<file path="config.mk">
export PLATFORM = sky130hd
export DESIGN_NAME = adccr_top
export DESIGN_NICKNAME = d
export VERILOG_FILES = /design/src/inc/adccr_pkg.sv /design/src/verilog/adccr_buf2.sv /design/src/verilog/adccr_top.sv
export VERILOG_INCLUDE_DIRS = /design/src /design/src/inc
export SDC_FILE = /design/constraint.sdc
export NUM_CORES = 1
export LEC_CHECK = 0
export ABC_CLOCK_PERIOD_IN_PS = 3400
export BUFFER_PORTS_ARGS = -buffer_cell sky130_fd_sc_hd__buf_4
export CORE_ASPECT_RATIO = 0.7
export CORE_MARGIN = 10
export CORE_UTILIZATION = 45
export DETAILED_ROUTE_END_ITERATION = 16
export SLEW_MARGIN = 20
export SYNTH_ARGS = -nofsm -noshare
export SYNTH_HDL_FRONTEND = slang
export SYNTH_HIERARCHICAL = 1
export SYNTH_SLANG_ARGS = --single-unit
</file>
<file path="constraint.sdc">
create_clock -name clk -period 3.4 [get_ports clk]
set_input_delay 0.68 -clock clk [delete_from_list [all_inputs] [get_ports clk]]
set_output_delay 0.68 -clock clk [all_outputs]
set_load 0.1 [all_outputs]
</file>
<file path="src/inc/adccr_consts.svh">
`ifndef ADCCR_CONSTS_SVH
`define ADCCR_CONSTS_SVH
// Slave addresses of the twelve-input and four-input variants.
`define ADCCR_ADDR_WIDE 7'h35
`define ADCCR_ADDR_FOUR 7'h34
// Field positions of the written byte.
`define ADCCR_REG_BIT 7
`define ADCCR_SCAN_MSB 6
`define ADCCR_SCAN_LSB 5
`define ADCCR_CS_MSB 4
`define ADCCR_CS_LSB 1
`define ADCCR_SGL_BIT 0
`define ADCCR_SEL_MSB 6
`define ADCCR_SEL_LSB 4
`define ADCCR_CLK_BIT 3
`define ADCCR_BIP_BIT 2
`define ADCCR_RST_BIT 1
// Power-up values.
`define ADCCR_SCAN_RST 2'h0
`define ADCCR_CS_RST 4'h0
`define ADCCR_SGL_RST 1'h1
`define ADCCR_SEL_RST 3'h0
`define ADCCR_CLK_RST 1'h0
`define ADCCR_BIP_RST 1'h0
// Counts of the serial format and scan plan.
`define ADCCR_EMPTY_BITS 4'h6
`define ADCCR_BYTE_BITS 4'h8
`define ADCCR_ACK_SEEN 4'h9
`define ADCCR_REPEATS 4'h8
`define ADCCR_LAST_WIDE 4'hB
`define ADCCR_LAST_FOUR 4'h3
`define ADCCR_BASE_WIDE 4'h6
`define ADCCR_BASE_FOUR 4'h2
`endif

</file>
<file path="src/inc/adccr_pkg.sv">
package adccr_pkg;
   typedef enum logic [2:0] {
      ST_IDLE  = 3'b000,
      ST_ADDR  = 3'b001,
      ST_ACK   = 3'b010,
      ST_WRITE = 3'b011,
      ST_CONV  = 3'b100,
      ST_SEND  = 3'b101,
      ST_MACK  = 3'b110,
      ST_HOLD  = 3'b111
   } adccr_state_t;

   typedef struct packed {
      logic [1:0] scan;
      logic [3:0] cs;
      logic       sgl;
   } adccr_cfg_t;

   typedef struct packed {
      logic [2:0] sel;
      logic       ext_clk;
      logic       bipolar;
   } adccr_setup_t;

   typedef struct packed {
      logic [3:0] pos;
      logic [3:0] neg;
      logic       gnd;
   } adccr_chan_t;

   typedef struct packed {
      adccr_state_t st;
      logic [3:0]   bitn;
      logic [7:0]   sh;
      logic         rw;
      logic         dat;
      logic         byte2;
      logic         need;
      logic         sda_oe;
      logic         scl_oe;
      logic         run;
      logic         busy;
      logic [3:0]   left;
      logic [3:0]   ch;
      logic [3:0]   wr;
      logic [3:0]   rd;
      logic [3:0]   n;
      logic [9:0]   cur;
      logic         conv_start;
      adccr_chan_t  chan;
      adccr_cfg_t   cfg;
      adccr_setup_t setup;
   } adccr_ctl_t;
endpackage

</file>
<file path="src/verilog/adccr_buf2.sv">
`timescale 1ns/1ps
module adccr_buf2 #(
   parameter int W = 10,
   parameter int D = 2
) (
   input  wire logic         clk,       // System clock.
   input  wire logic         rst_n,     // Synchronised reset, active low.
   input  wire logic         in_valid,  // Word offered.
   output logic              in_ready,  // Room for a word.
   input  wire logic [W-1:0] in_data,   // Offered word.
   output logic              out_valid, // Word waiting.
   input  wire logic         out_ready, // Drain takes the word.
   output logic [W-1:0]      out_data   // Oldest word.
);
   localparam int AW = (D > 1) ? $clog2(D) : 1;
   // Sized at the count's width; a pointer-wide cast of the depth would wrap to zero.
   localparam logic [AW:0] FULL = (AW + 1)'(D);

   logic [W-1:0]  mem_q [D];
   logic [AW-1:0] wp_q;
   logic [AW-1:0] wp_d;
   logic [AW-1:0] rp_q;
   logic [AW-1:0] rp_d;
   logic [AW:0]   cnt_q;
   logic [AW:0]   cnt_d;
   logic          push;
   logic          pop;

   // Flags come from the count alone, so full and empty never lie.
   assign in_ready  = (cnt_q != FULL);
   assign out_valid = (cnt_q != '0);
   assign out_data  = mem_q[rp_q];
   assign push      = in_valid && in_ready;
   assign pop       = out_valid && out_ready;

   // Pointers wrap explicitly so any depth works.
   always_comb begin
      wp_d  = wp_q;
      rp_d  = rp_q;
      cnt_d = cnt_q;
      if (push) begin
         wp_d = (wp_q == AW'(D - 1)) ? '0 : wp_q + AW'(1);
      end
      if (pop) begin
         rp_d = (rp_q == AW'(D - 1)) ? '0 : rp_q + AW'(1);
      end
      if (push && !pop) begin
         cnt_d = cnt_q + (AW + 1)'(1);
      end else if (pop && !push) begin
         cnt_d = cnt_q - (AW + 1)'(1);
      end
   end

   // Pointer and count registers.
   always_ff @(posedge clk or negedge rst_n) begin
      if (!rst_n) begin
         wp_q  <= '0;
         rp_q  <= '0;
         cnt_q <= '0;
      end else begin
         wp_q  <= wp_d;
         rp_q  <= rp_d;
         cnt_q <= cnt_d;
      end
   end

   // Storage needs no reset; the count marks what is valid.
   always_ff @(posedge clk) begin
      if (push) begin
         mem_q[wp_q] <= in_data;
      end
   end
endmodule

</file>
<file path="src/verilog/adccr_top.sv">
// How it works
// - Written byte with bit 7 set is setup, otherwise configuration.
// - Bits 6:5 are scan select, zero after power-up.
// - Bits 4:1 are channel select, zero after power-up.
// - Four-input variant forces the upper two channel bits to zero.
// - Bit 0 picks single-ended when set; set after power-up.
// - Single-ended code n converts input n against ground; 12 to 15 reserved.
// - Differential even code pairs n with n+1; odd code swaps polarity.
// - With the shared pin used as reference, single-ended scans stop before it.
// - Device acknowledges a matching read address before sending data.
// - Each result is two bytes: six high bits, then ten bits MSB first.
// - On a not-acknowledge the device releases the data line.
// - Setup clock bit picks the clock mode; internal after power-up.
// - Clock mode picks conversion clock, timing and scan behaviour.
// - Scan 00 runs zero to selected; scan 01 repeats selected eight times.
// - Internal mode holds the serial clock low until all results are stored.
// - External mode converts continuously until the master not-acknowledges.
// - Setup byte with reset bit low restores configuration defaults only.
`timescale 1ns/1ps
`include "adccr_consts.svh"
module adccr_top #(
   parameter bit FOUR_INPUT = 1'b0
) (
   input  wire logic               clk,          // 50 MHz system clock.
   input  wire logic               arst_n,       // Asynchronous reset, active low.
   input  wire logic               scl_i,        // Serial clock pin level.
   input  wire logic               sda_i,        // Serial data pin level.
   output logic                    sda_o,        // Data drive value, always low.
   output logic                    sda_oe,       // Pulls data low when high.
   output logic                    scl_o,        // Clock drive value, always low.
   output logic                    scl_oe,       // Holds clock low when high.
   output logic                    conv_start,   // One-cycle conversion request.
   output adccr_pkg::adccr_chan_t  conv_chan,    // Input pair for that request.
   output logic                    conv_ext_clk, // Converter uses serial clock.
   output logic                    conv_bipolar, // Bipolar coding selected.
   output logic [2:0]              ref_select,   // Reference and shared pin mode.
   output adccr_pkg::adccr_cfg_t   cfg_state,    // Stored configuration fields.
   input  wire logic               res_valid,    // Converter result offered.
   input  wire logic [9:0]         res_data,     // Converter result.
   output logic                    res_ready     // Result accepted.
);
   localparam adccr_pkg::adccr_cfg_t CFG_DEF = '{scan: `ADCCR_SCAN_RST,
      cs: `ADCCR_CS_RST, sgl: `ADCCR_SGL_RST};
   localparam adccr_pkg::adccr_setup_t SETUP_DEF = '{sel: `ADCCR_SEL_RST,
      ext_clk: `ADCCR_CLK_RST, bipolar: `ADCCR_BIP_RST};
   localparam adccr_pkg::adccr_ctl_t CTL_RST = '{st: adccr_pkg::ST_IDLE,
      cfg: CFG_DEF, setup: SETUP_DEF, default: '0};
   localparam logic [6:0] ADDR = FOUR_INPUT ? `ADCCR_ADDR_FOUR : `ADCCR_ADDR_WIDE;
   localparam logic [3:0] LAST = FOUR_INPUT ? `ADCCR_LAST_FOUR : `ADCCR_LAST_WIDE;
   localparam logic [3:0] BASE = FOUR_INPUT ? `ADCCR_BASE_FOUR : `ADCCR_BASE_WIDE;

   logic [1:0]           rst_q;
   logic                 rst_n;
   logic [2:0]           scl_q;
   logic [2:0]           sda_q;
   logic                 scl_rise;
   logic                 scl_fall;
   logic                 start_c;
   logic                 stop_c;
   adccr_pkg::adccr_ctl_t ctl_q;
   adccr_pkg::adccr_ctl_t ctl_d;
   logic [9:0]           mem [12];
   logic                 mem_we;
   logic                 bv;
   logic                 bpop;
   logic [9:0]           bdata;

   // Scan plan: first channel and number of conversions.
   function automatic logic [7:0] plan(adccr_pkg::adccr_cfg_t c, adccr_pkg::adccr_setup_t s);
      logic [3:0] first;
      logic [3:0] last;
      logic [3:0] cnt;
      last = (c.cs > LAST) ? LAST : c.cs;
      if (c.sgl && s.sel[1] && last == LAST) begin
         last = LAST - 4'h1;
      end
      first = (c.scan == 2'b10) ? BASE : 4'h0;
      if (c.scan == 2'b10 && last < BASE) begin
         last = BASE;
      end
      if (c.sgl) begin
         cnt = last - first + 4'h1;
      end else begin
         cnt = {1'b0, last[3:1]} - {1'b0, first[3:1]} + 4'h1;
      end
      if (c.scan[0]) begin
         first = last;
         cnt   = c.scan[1] ? 4'h1 : `ADCCR_REPEATS;
      end
      return {first, cnt};
   endfunction

   // Channel code to input pair.
   function automatic adccr_pkg::adccr_chan_t chan_map(logic [3:0] code, logic sgl);
      adccr_pkg::adccr_chan_t m;
      m.pos = code;
      m.neg = sgl ? 4'h0 : {code[3:1], ~code[0]};
      m.gnd = sgl;
      return m;
   endfunction

   // Bit i of the outgoing byte; first byte carries the empty high bits.
   function automatic logic tx_bit(logic [9:0] w, logic b2, logic [3:0] i);
      logic [7:0] by;
      by = b2 ? w[7:0] : {6'h3F, w[9:8]};
      return by[3'h7 - i[2:0]];
   endfunction

   // Reset release and pin synchronisers; stage 2 only serves edge finding.
   always_ff @(posedge clk or negedge arst_n) begin
      if (!arst_n) begin
         rst_q <= 2'h0;
         scl_q <= 3'h7;
         sda_q <= 3'h7;
      end else begin
         rst_q <= {rst_q[0], 1'b1};
         scl_q <= {scl_q[1:0], scl_i};
         sda_q <= {sda_q[1:0], sda_i};
      end
   end
   assign rst_n    = rst_q[1];
   assign scl_rise = scl_q[1] && !scl_q[2];
   assign scl_fall = !scl_q[1] && scl_q[2];
   assign start_c  = scl_q[1] && scl_q[2] && !sda_q[1] && sda_q[2];
   assign stop_c   = scl_q[1] && scl_q[2] && sda_q[1] && !sda_q[2];

   // Two-entry buffer so a stalled readout loses no converter word.
   adccr_buf2 #(.W(10), .D(2)) u_buf (
      .clk       (clk),
      .rst_n     (rst_n),
      .in_valid  (res_valid),
      .in_ready  (res_ready),
      .in_data   (res_data),
      .out_valid (bv),
      .out_ready (bpop),
      .out_data  (bdata)
   );

   // Next state of sequencing and the serial slave.
   always_comb begin
      ctl_d            = ctl_q;
      ctl_d.conv_start = 1'b0;
      mem_we           = 1'b0;
      bpop             = !ctl_q.run && bv; // Stale words after a stop are dropped.
      if (ctl_q.run && ctl_q.setup.ext_clk && ctl_q.left == 4'h0 && !ctl_q.busy) begin
         {ctl_d.ch, ctl_d.left} = plan(ctl_q.cfg, ctl_q.setup);
      end else if (ctl_q.run && !ctl_q.busy && ctl_q.left != 4'h0) begin
         ctl_d.conv_start = 1'b1;
         ctl_d.chan       = chan_map(ctl_q.ch, ctl_q.cfg.sgl);
         ctl_d.busy       = 1'b1;
         ctl_d.left       = ctl_q.left - 4'h1;
         ctl_d.ch         = ctl_q.cfg.scan[0] ? ctl_q.ch
                          : ctl_q.ch + (ctl_q.cfg.sgl ? 4'h1 : 4'h2);
      end
      if (start_c) begin
         ctl_d.st     = adccr_pkg::ST_ADDR;
         ctl_d.bitn   = 4'h0;
         ctl_d.sda_oe = 1'b0;
         ctl_d.scl_oe = 1'b0;
         ctl_d.run    = 1'b0;
         ctl_d.busy   = 1'b0;
      end else if (stop_c) begin
         ctl_d.st     = adccr_pkg::ST_IDLE;
         ctl_d.sda_oe = 1'b0;
         ctl_d.scl_oe = 1'b0;
         ctl_d.run    = 1'b0;
         ctl_d.busy   = 1'b0;
      end else begin
         unique case (ctl_q.st)
            adccr_pkg::ST_IDLE, adccr_pkg::ST_HOLD: begin
            end
            adccr_pkg::ST_ADDR, adccr_pkg::ST_WRITE: begin
               if (scl_rise) begin
                  ctl_d.sh   = {ctl_q.sh[6:0], sda_q[1]};
                  ctl_d.bitn = ctl_q.bitn + 4'h1;
               end else if (scl_fall && ctl_q.bitn == `ADCCR_BYTE_BITS) begin
                  ctl_d.bitn = 4'h0;
                  if (ctl_q.st == adccr_pkg::ST_ADDR && ctl_q.sh[7:1] != ADDR) begin
                     ctl_d.st = adccr_pkg::ST_HOLD;
                  end else begin
                     ctl_d.sda_oe = 1'b1;
                     ctl_d.st     = adccr_pkg::ST_ACK;
                     ctl_d.dat    = (ctl_q.st == adccr_pkg::ST_WRITE);
                     ctl_d.rw     = (ctl_q.st == adccr_pkg::ST_ADDR) ? ctl_q.sh[0] : ctl_q.rw;
                  end
               end
            end
            adccr_pkg::ST_ACK: begin
               if (scl_fall) begin
                  ctl_d.sda_oe = 1'b0;
                  if (ctl_q.dat && ctl_q.sh[`ADCCR_REG_BIT]) begin
                     ctl_d.setup.sel     = ctl_q.sh[`ADCCR_SEL_MSB:`ADCCR_SEL_LSB];
                     ctl_d.setup.ext_clk = ctl_q.sh[`ADCCR_CLK_BIT];
                     ctl_d.setup.bipolar = ctl_q.sh[`ADCCR_BIP_BIT];
                     if (!ctl_q.sh[`ADCCR_RST_BIT]) begin
                        ctl_d.cfg = CFG_DEF;
                     end
                  end else if (ctl_q.dat) begin
                     ctl_d.cfg.scan = ctl_q.sh[`ADCCR_SCAN_MSB:`ADCCR_SCAN_LSB];
                     ctl_d.cfg.cs   = ctl_q.sh[`ADCCR_CS_MSB:`ADCCR_CS_LSB];
                     if (FOUR_INPUT) begin
                        ctl_d.cfg.cs[3:2] = 2'h0;
                     end
                     ctl_d.cfg.sgl = ctl_q.sh[`ADCCR_SGL_BIT];
                  end
                  if (!ctl_q.rw) begin
                     ctl_d.st = adccr_pkg::ST_WRITE;
                  end else begin
                     {ctl_d.ch, ctl_d.left} = plan(ctl_q.cfg, ctl_q.setup);
                     ctl_d.n      = ctl_d.left;
                     ctl_d.run    = 1'b1;
                     ctl_d.busy   = 1'b0;
                     ctl_d.rd     = 4'h0;
                     ctl_d.wr     = 4'h0;
                     ctl_d.byte2  = 1'b0;
                     ctl_d.need   = 1'b1;
                     ctl_d.st     = ctl_q.setup.ext_clk ? adccr_pkg::ST_SEND
                                  : adccr_pkg::ST_CONV;
                     ctl_d.scl_oe = !ctl_q.setup.ext_clk;
                  end
               end
            end
            adccr_pkg::ST_CONV: begin
               // Results fill memory while the clock is held; release after the last.
               if (ctl_q.busy && bv) begin
                  bpop       = 1'b1;
                  mem_we     = 1'b1;
                  ctl_d.busy = 1'b0;
                  ctl_d.wr   = ctl_q.wr + 4'h1;
                  if (ctl_q.left == 4'h0) begin
                     ctl_d.run    = 1'b0;
                     ctl_d.scl_oe = 1'b0;
                     ctl_d.st     = adccr_pkg::ST_SEND;
                  end
               end
            end
            adccr_pkg::ST_SEND: begin
               if (ctl_q.need) begin
                  // The first bits are always high, so loading late is harmless.
                  if (!ctl_q.setup.ext_clk) begin
                     ctl_d.cur    = mem[ctl_q.rd];
                     ctl_d.need   = 1'b0;
                     ctl_d.scl_oe = 1'b0;
                  end else if (bv) begin
                     bpop         = 1'b1;
                     ctl_d.cur    = bdata;
                     ctl_d.busy   = 1'b0;
                     ctl_d.need   = 1'b0;
                     ctl_d.scl_oe = 1'b0;
                  end else begin
                     ctl_d.scl_oe = 1'b1;
                  end
               end else if (scl_rise) begin
                  ctl_d.bitn = ctl_q.bitn + 4'h1;
               end else if (scl_fall) begin
                  if (ctl_q.bitn == `ADCCR_BYTE_BITS) begin
                     ctl_d.sda_oe = 1'b0;
                     ctl_d.st     = adccr_pkg::ST_MACK;
                  end else begin
                     ctl_d.sda_oe = !tx_bit(ctl_q.cur, ctl_q.byte2, ctl_q.bitn);
                  end
               end
            end
            adccr_pkg::ST_MACK: begin
               if (scl_rise) begin
                  if (sda_q[1]) begin
                     ctl_d.st     = adccr_pkg::ST_HOLD;
                     ctl_d.sda_oe = 1'b0;
                     ctl_d.run    = 1'b0;
                  end else begin
                     ctl_d.bitn = `ADCCR_ACK_SEEN;
                  end
               end else if (scl_fall && ctl_q.bitn == `ADCCR_ACK_SEEN) begin
                  ctl_d.bitn   = 4'h0;
                  ctl_d.byte2  = !ctl_q.byte2;
                  ctl_d.st     = adccr_pkg::ST_SEND;
                  ctl_d.sda_oe = ctl_q.byte2 ? 1'b0 : !ctl_q.cur[7];
                  if (ctl_q.byte2) begin
                     ctl_d.need = 1'b1;
                     ctl_d.rd   = (ctl_q.rd + 4'h1 == ctl_q.n) ? 4'h0 : ctl_q.rd + 4'h1;
                  end
               end
            end
         endcase
      end
   end

   // Control registers.
   always_ff @(posedge clk or negedge rst_n) begin
      if (!rst_n) begin
         ctl_q <= CTL_RST;
      end else begin
         ctl_q <= ctl_d;
      end
   end

   // Result memory; contents are undefined until a scan writes them.
   always_ff @(posedge clk) begin
      if (mem_we) begin
         mem[ctl_q.wr] <= bdata;
      end
   end

   assign sda_o        = 1'b0;
   assign scl_o        = 1'b0;
   assign sda_oe       = ctl_q.sda_oe;
   assign scl_oe       = ctl_q.scl_oe;
   assign conv_start   = ctl_q.conv_start;
   assign conv_chan    = ctl_q.chan;
   assign conv_ext_clk = ctl_q.setup.ext_clk;
   assign conv_bipolar = ctl_q.setup.bipolar;
   assign ref_select   = ctl_q.setup.sel;
   assign cfg_state    = ctl_q.cfg;
endmodule
</file>
Word-level counts from Yosys, hierarchy flattened
Memory sizes are Yosys's and may differ from the RTL's. Cells that the tools add are included. Widths: inputs -> output; s select.

ROM bits: 0. Logic and storage cells: 310. Memories kept: 2. Bits in registers: 87. Output and inout port bits: 27. Input port bits: 15. Latch bits: 0. Memory bits (writable): 140.

Add/sub/neg operators: 18. Reduce and logical (&&, ||, !) cells: 69. $mul: 0. Equality and inequality tests: 43. Bitwise logic cells: 6. Order comparisons: 4. Div/mod/pow operators: 0. Multiplexer cells: 135. Shift operators: 0.

Memories: mem (words 12, width 10, read ports 1, clocked after Yosys merged registers in 0, wr ports 1, line adccr_top.sv:62) `logic [9:0] mem [12];`; u_buf.mem_q (words 2, width 10, read ports 1, clocked after Yosys merged registers in 0, wr ports 1, line adccr_buf2.sv:19) `logic [W-1:0] mem_q [D];`.

Operators by type and width (number): $mux 4 (36); $mux 10 (7); $ne 4x4->1 const B (17); $mux 30 (2); $mux 7 (8); $mux 3 (14); $mux 1 (39); $mux 8 (4); $add 4x1->4 const B (7); $reduce_and 7->1 (4); $logic_and 1x1->1 (26); $mux 26 (1); $reduce_and 6->1 (4); $mux 23 (1); $mux 2 (9); $ne 2x2->1 const B (9); $mux 16 (1); $pmux 4 s2 (2); $reduce_and 8->1 (2); $pmux 3 s5 (1); $reduce_and 5->1 (3); $eq 4x4->1 const B (3); $logic_not 1->1 (12); $pmux 1 s3 (4); 40 further kinds (59).

Logic depth before layout (Yosys ltp)
Depth in word-level cells: 27. Depth in mapped cells: 12. Mapped depth without buffers: 12.

By module
The synthesis kept the hierarchy.

By module, submodules not included: adccr_top (area each 9600.5 µm², times used 1, sequential area each 5689.2 µm², cells an instance 726); adccr_buf2 (area each 932.1 µm², times used 1, sequential area each 700.7 µm², cells an instance 49).

Worst setup path before layout
No wires, ideal clock.

Path kind: register -> register. Start: register ctl_q (netlist bit cfg_state[3]). End: register ctl_q[51] (netlist name). Stages on the path, launching flop included: 13. Setup time: 0.087 ns. Setup slack: 0.947 ns. Buffers on the path: 1. Arrival time: 2.366 ns. Period minus slack after synthesis: 2.453 ns. Required time: 3.313 ns. Path through: dfrtp_1 > clkbuf_1 > a21oi_1 > a21boi_0 > ha_1 > inv_1 > ha_1 > inv_1 > fa_1 > mux2_2 > nand2_1 > o2111ai_1 > a22oi_1.

RTL lines: from (decl) (line adccr_top.sv:60) `adccr_pkg::adccr_ctl_t ctl_q;`; from (signal assigned) (line adccr_top.sv:293) `ctl_q <= ctl_d;`.

==> results.sh <==
export IMPL_grt_pass1_wl_um=37400
export IMPL_cap_violations=0
export IMPL_holdPathEnd="sda_q[0]$_DFF_PN1_"
export IMPL_top_usage_layer="met1"
export IMPL_critPathLaunchType="register"
export IMPL_relSlewSlack_pct=37.4
export IMPL_first_pass_iters=5
export IMPL_place_ws_ns=0.550
export IMPL_rsz0062_at_grt="false"
export IMPL_drt_total_wl_um=23900
export IMPL_h_tree_depth=1
export IMPL_pin_count=42
export IMPL_yosys_warnings=6
export IMPL_ir_drop_mv=0.480
export IMPL_fin_skew_ns=0.0134
export IMPL_cp_arrival_ns=3.25
export IMPL_hold_class="input pin to register"
export IMPL_grtUsageTotal_pct=15.7
export IMPL_worst_skew_pair_late_latency_ns=0.51
export IMPL_final_common_cell="edfxtp_1"
export IMPL_synthCells=775
export IMPL_reg2reg_to="ctl_q[51]$_DFF_PN0_"
export IMPL_required_ns=3.82
export IMPL_clk_path_buf_depth=3
export IMPL_drt_first_iter_violations=630
export IMPL_die_w_um=203
export IMPL_ys_seq_elements=227
export IMPL_cts_tree="done"
export IMPL_core_area_um2=22800
export IMPL_grt_remaining_overflow=0
export IMPL_fp_dieH_um=148
export IMPL_die_area_um2=30000
export IMPL_tns_ns=0
export IMPL_cp_max_fo=13
export IMPL_min_from="sda_i"
export IMPL_reg2reg_slack_ns=0.57
export IMPL_drt_wirelength_per_cell_um=21.4
export IMPL_drv_slew=0
export IMPL_antenna_found_initial=0
export IMPL_root_buffer="clkbuf_16"
export IMPL_whs_path_depth=1
export IMPL_std_cell_rows=46
export IMPL_pwr_share_clk_pct=32.4
export IMPL_final_layout_size_suffix_gt1_share_pct=20.0
export IMPL_finalSetupViolCount=0
export IMPL_dp_hpwl_um=16500
export IMPL_worst_pin_slew_ns=0.935
export IMPL_fin_crit_sh_pct=83.1
export IMPL_max_freq_ghz=0.354
export IMPL_end_kind="register"
export IMPL_yosys_cell_types_count=83
export IMPL_synthFlopType="edfxtp_1"
export IMPL_status="completed"
export IMPL_synth_edf_count=140
export IMPL_place_congestion=0.898
export IMPL_dr_total_vias=6438
export IMPL_p_total_mw=7.85
export IMPL_first_global_vias=6320
export IMPL_r2r_start="cfg_state[5]$_DFFE_PN0P_"
export IMPL_clkTransAtPathRegs_ns=0.06
export IMPL_power_frac_seq_pct=45.9
export IMPL_finalInstanceArea_um2=11700
export IMPL_syn_area_per_cell_um2=13.6
export IMPL_start_util_pct=46.1
export IMPL_hold_violations=0
export IMPL_setup_ws_ns=0.575
export IMPL_swShare_pct=30.8
export IMPL_use_met1_pct=24.9
export IMPL_combPwrFrac_pct=21.7
export IMPL_drc=0
export IMPL_fin_crit_ns=2.83
export IMPL_clock_sinks=227
export IMPL_num_antenna_cells=0
export IMPL_grt_use_met3_pct=3.10
export IMPL_powerDensity_nw_per_um2=672
export IMPL_critical_path_class="register to register"
export IMPL_via_per_inst=5.78
export IMPL_async_flop_share_pct=38.3
export IMPL_p_int_mw=5.44
export IMPL_yosysSeqAreaShare_pct=60.7
export IMPL_dpl_cell_area_um2=10900
export IMPL_syn2layout_area_growth_pct=10.8
export IMPL_p_leak_nw=4.42
export IMPL_fin_nets=823
export IMPL_r2r_cells=12
export IMPL_p_sw_mw=2.41
export IMPL_numCtsBuffers=23
export IMPL_portBuffers=39
export IMPL_synthesis_area_um2=10500
export IMPL_cts_resized=0
export IMPL_postRouteAntennaNets=0
export IMPL_gr_usage_met2_pct=21.7
export IMPL_final_cell_mix="edfxtp_1 (140), dfrtp_1 (78), nand2_1 (61), nor2_1 (57), buf_4 (47)"
export IMPL_grt_max_degree=54
-- registers in the layout (all words and copies together), names as in the netlist, 3 cells and up --
register,count
sda_q,3
scl_q,3
u_buf/mem_q,20
conv_chan,9
cfg_state,7
ref_select,3
ctl_q,51
mem,120
-- layer usage --
| layer | vias up | part of all wire, % |
|---|---|---|
| met3 | 30 | 7.2 |
| met2 | 196 | 42 |
| met5 | - | 0 |
| met1 | 3317 | 50 |
| met4 | 0 | 1.5 |
| li1 | 2895 | - |
-- through the flow --
stage | util, % | hold WS [ns] | cells
CTS | 51.1 | 0.268 | 1113
finish | 51.1 | 0.282 | 1113
floorplan | - | 0.331 | 776
global route | 51.1 | 0.261 | 1113
global placement | 47.8 | 0.333 | 1074
detailed placement | 47.8 | 0.336 | 1074
-- how the worst max path moves through the flow --
stage | startpoint | end | depth (start not counted)
finish | cfg_state[5]$_DFFE_PN0P_ | ctl_q[51]$_DFF_PN0_ | 12
global route | cfg_state[5]$_DFFE_PN0P_ | ctl_q[51]$_DFF_PN0_ | 12
CTS | cfg_state[5]$_DFFE_PN0P_ | ctl_q[51]$_DFF_PN0_ | 12
detailed placement | cfg_state[5]$_DFFE_PN0P_ | ctl_q[51]$_DFF_PN0_ | 12
global placement | cfg_state[5]$_DFFE_PN0P_ | ctl_q[51]$_DFF_PN0_ | 12
floorplan | cfg_state[3]$_DFFE_PN0P_ | ctl_q[51]$_DFF_PN0_ | 12
-- cell type report --
cell class | instances | area, um2
fillers | 1916 | 11200
flip-flops and latches | 227 | 6390
multi-input cells | 463 | 3690
clock buffers | 25 | 583
well taps | 312 | 390
repair buffers | 48 | 363
clock inverters | 13 | 163
inverters | 25 | 93.8
-- critical path, cell delays in order, from the launching register on --
cell and delay (ns):
dfrtp_1 0.59, nand2b_1 0.20, inv_1 0.12, a21boi_0 0.21
ha_1 0.28, inv_1 0.08, ha_1 0.15, inv_1 0.05
fa_1 0.40, mux2_2 0.28, nand2_1 0.06, o2111ai_1 0.15
a22oi_1 0.17
-- power by group through the flow --
| stage | clock (mW) | sequential, mW | combinational [mW] |
|---|---|---|---|
| 3_5_place_dp | 0 | 3.66 | 1.69 |
| 6_report | 2.54 | 3.60 | 1.71 |
| 3_3_place_gp | 0 | 3.65 | 1.64 |
| 2_1_floorplan | 0 | 3.59 | 1.25 |
| 5_1_grt | 2.73 | 3.64 | 1.85 |
| 4_1_cts | 2.60 | 3.60 | 1.70 |
-- kinds of logic (layout without fill, tap and decap cells) --
logic type | after synthesis | in the layout | synth area share, %
buf+inv | 86 | 111 | 4.37
xor+xnor | 18 | 18 | 1.50
fa+ha+maj | 20 | 20 | 2.59
mux | 79 | 79 | 11.7
flops | 227 | 227 | 60.7
compound gates | 117 | 117 | 7.77
simple gates | 226 | 226 | 11.4
other cells | 2 | 3 | 0.0713
-- cells in the mapped netlist, types with 8 or more instances --
library cell	instances	area (um2)
ha_1	17	213
mux2i_1	16	160
nor3b_1	8	60.1
buf_2	14	70.1
mux2_2	24	270
edfxtp_1	140	4200
a211oi_1	12	90.1
xnor2_1	11	96.3
mux4_2	32	721
buf_4	26	195
and2_1	13	81.3
nand2_1	61	229
nor2_1	57	214
clkbuf_1	18	67.6
nor3_1	14	70.1
nor4_1	9	56.3
a21oi_1	20	100
nand3_1	16	80.1
dfrtp_1	80	2000
inv_1	25	93.8
o21ai_0	23	115
-- repair_timing --
action | 4_1_cts | 5_1_grt
endpoints found under the hold margin | 2 | 0
endpoints found under the setup margin | 0 | 0
setup buffers | 0 | 0
hold buffers | 1 | 0
Power figures use the tool's default switching activity.
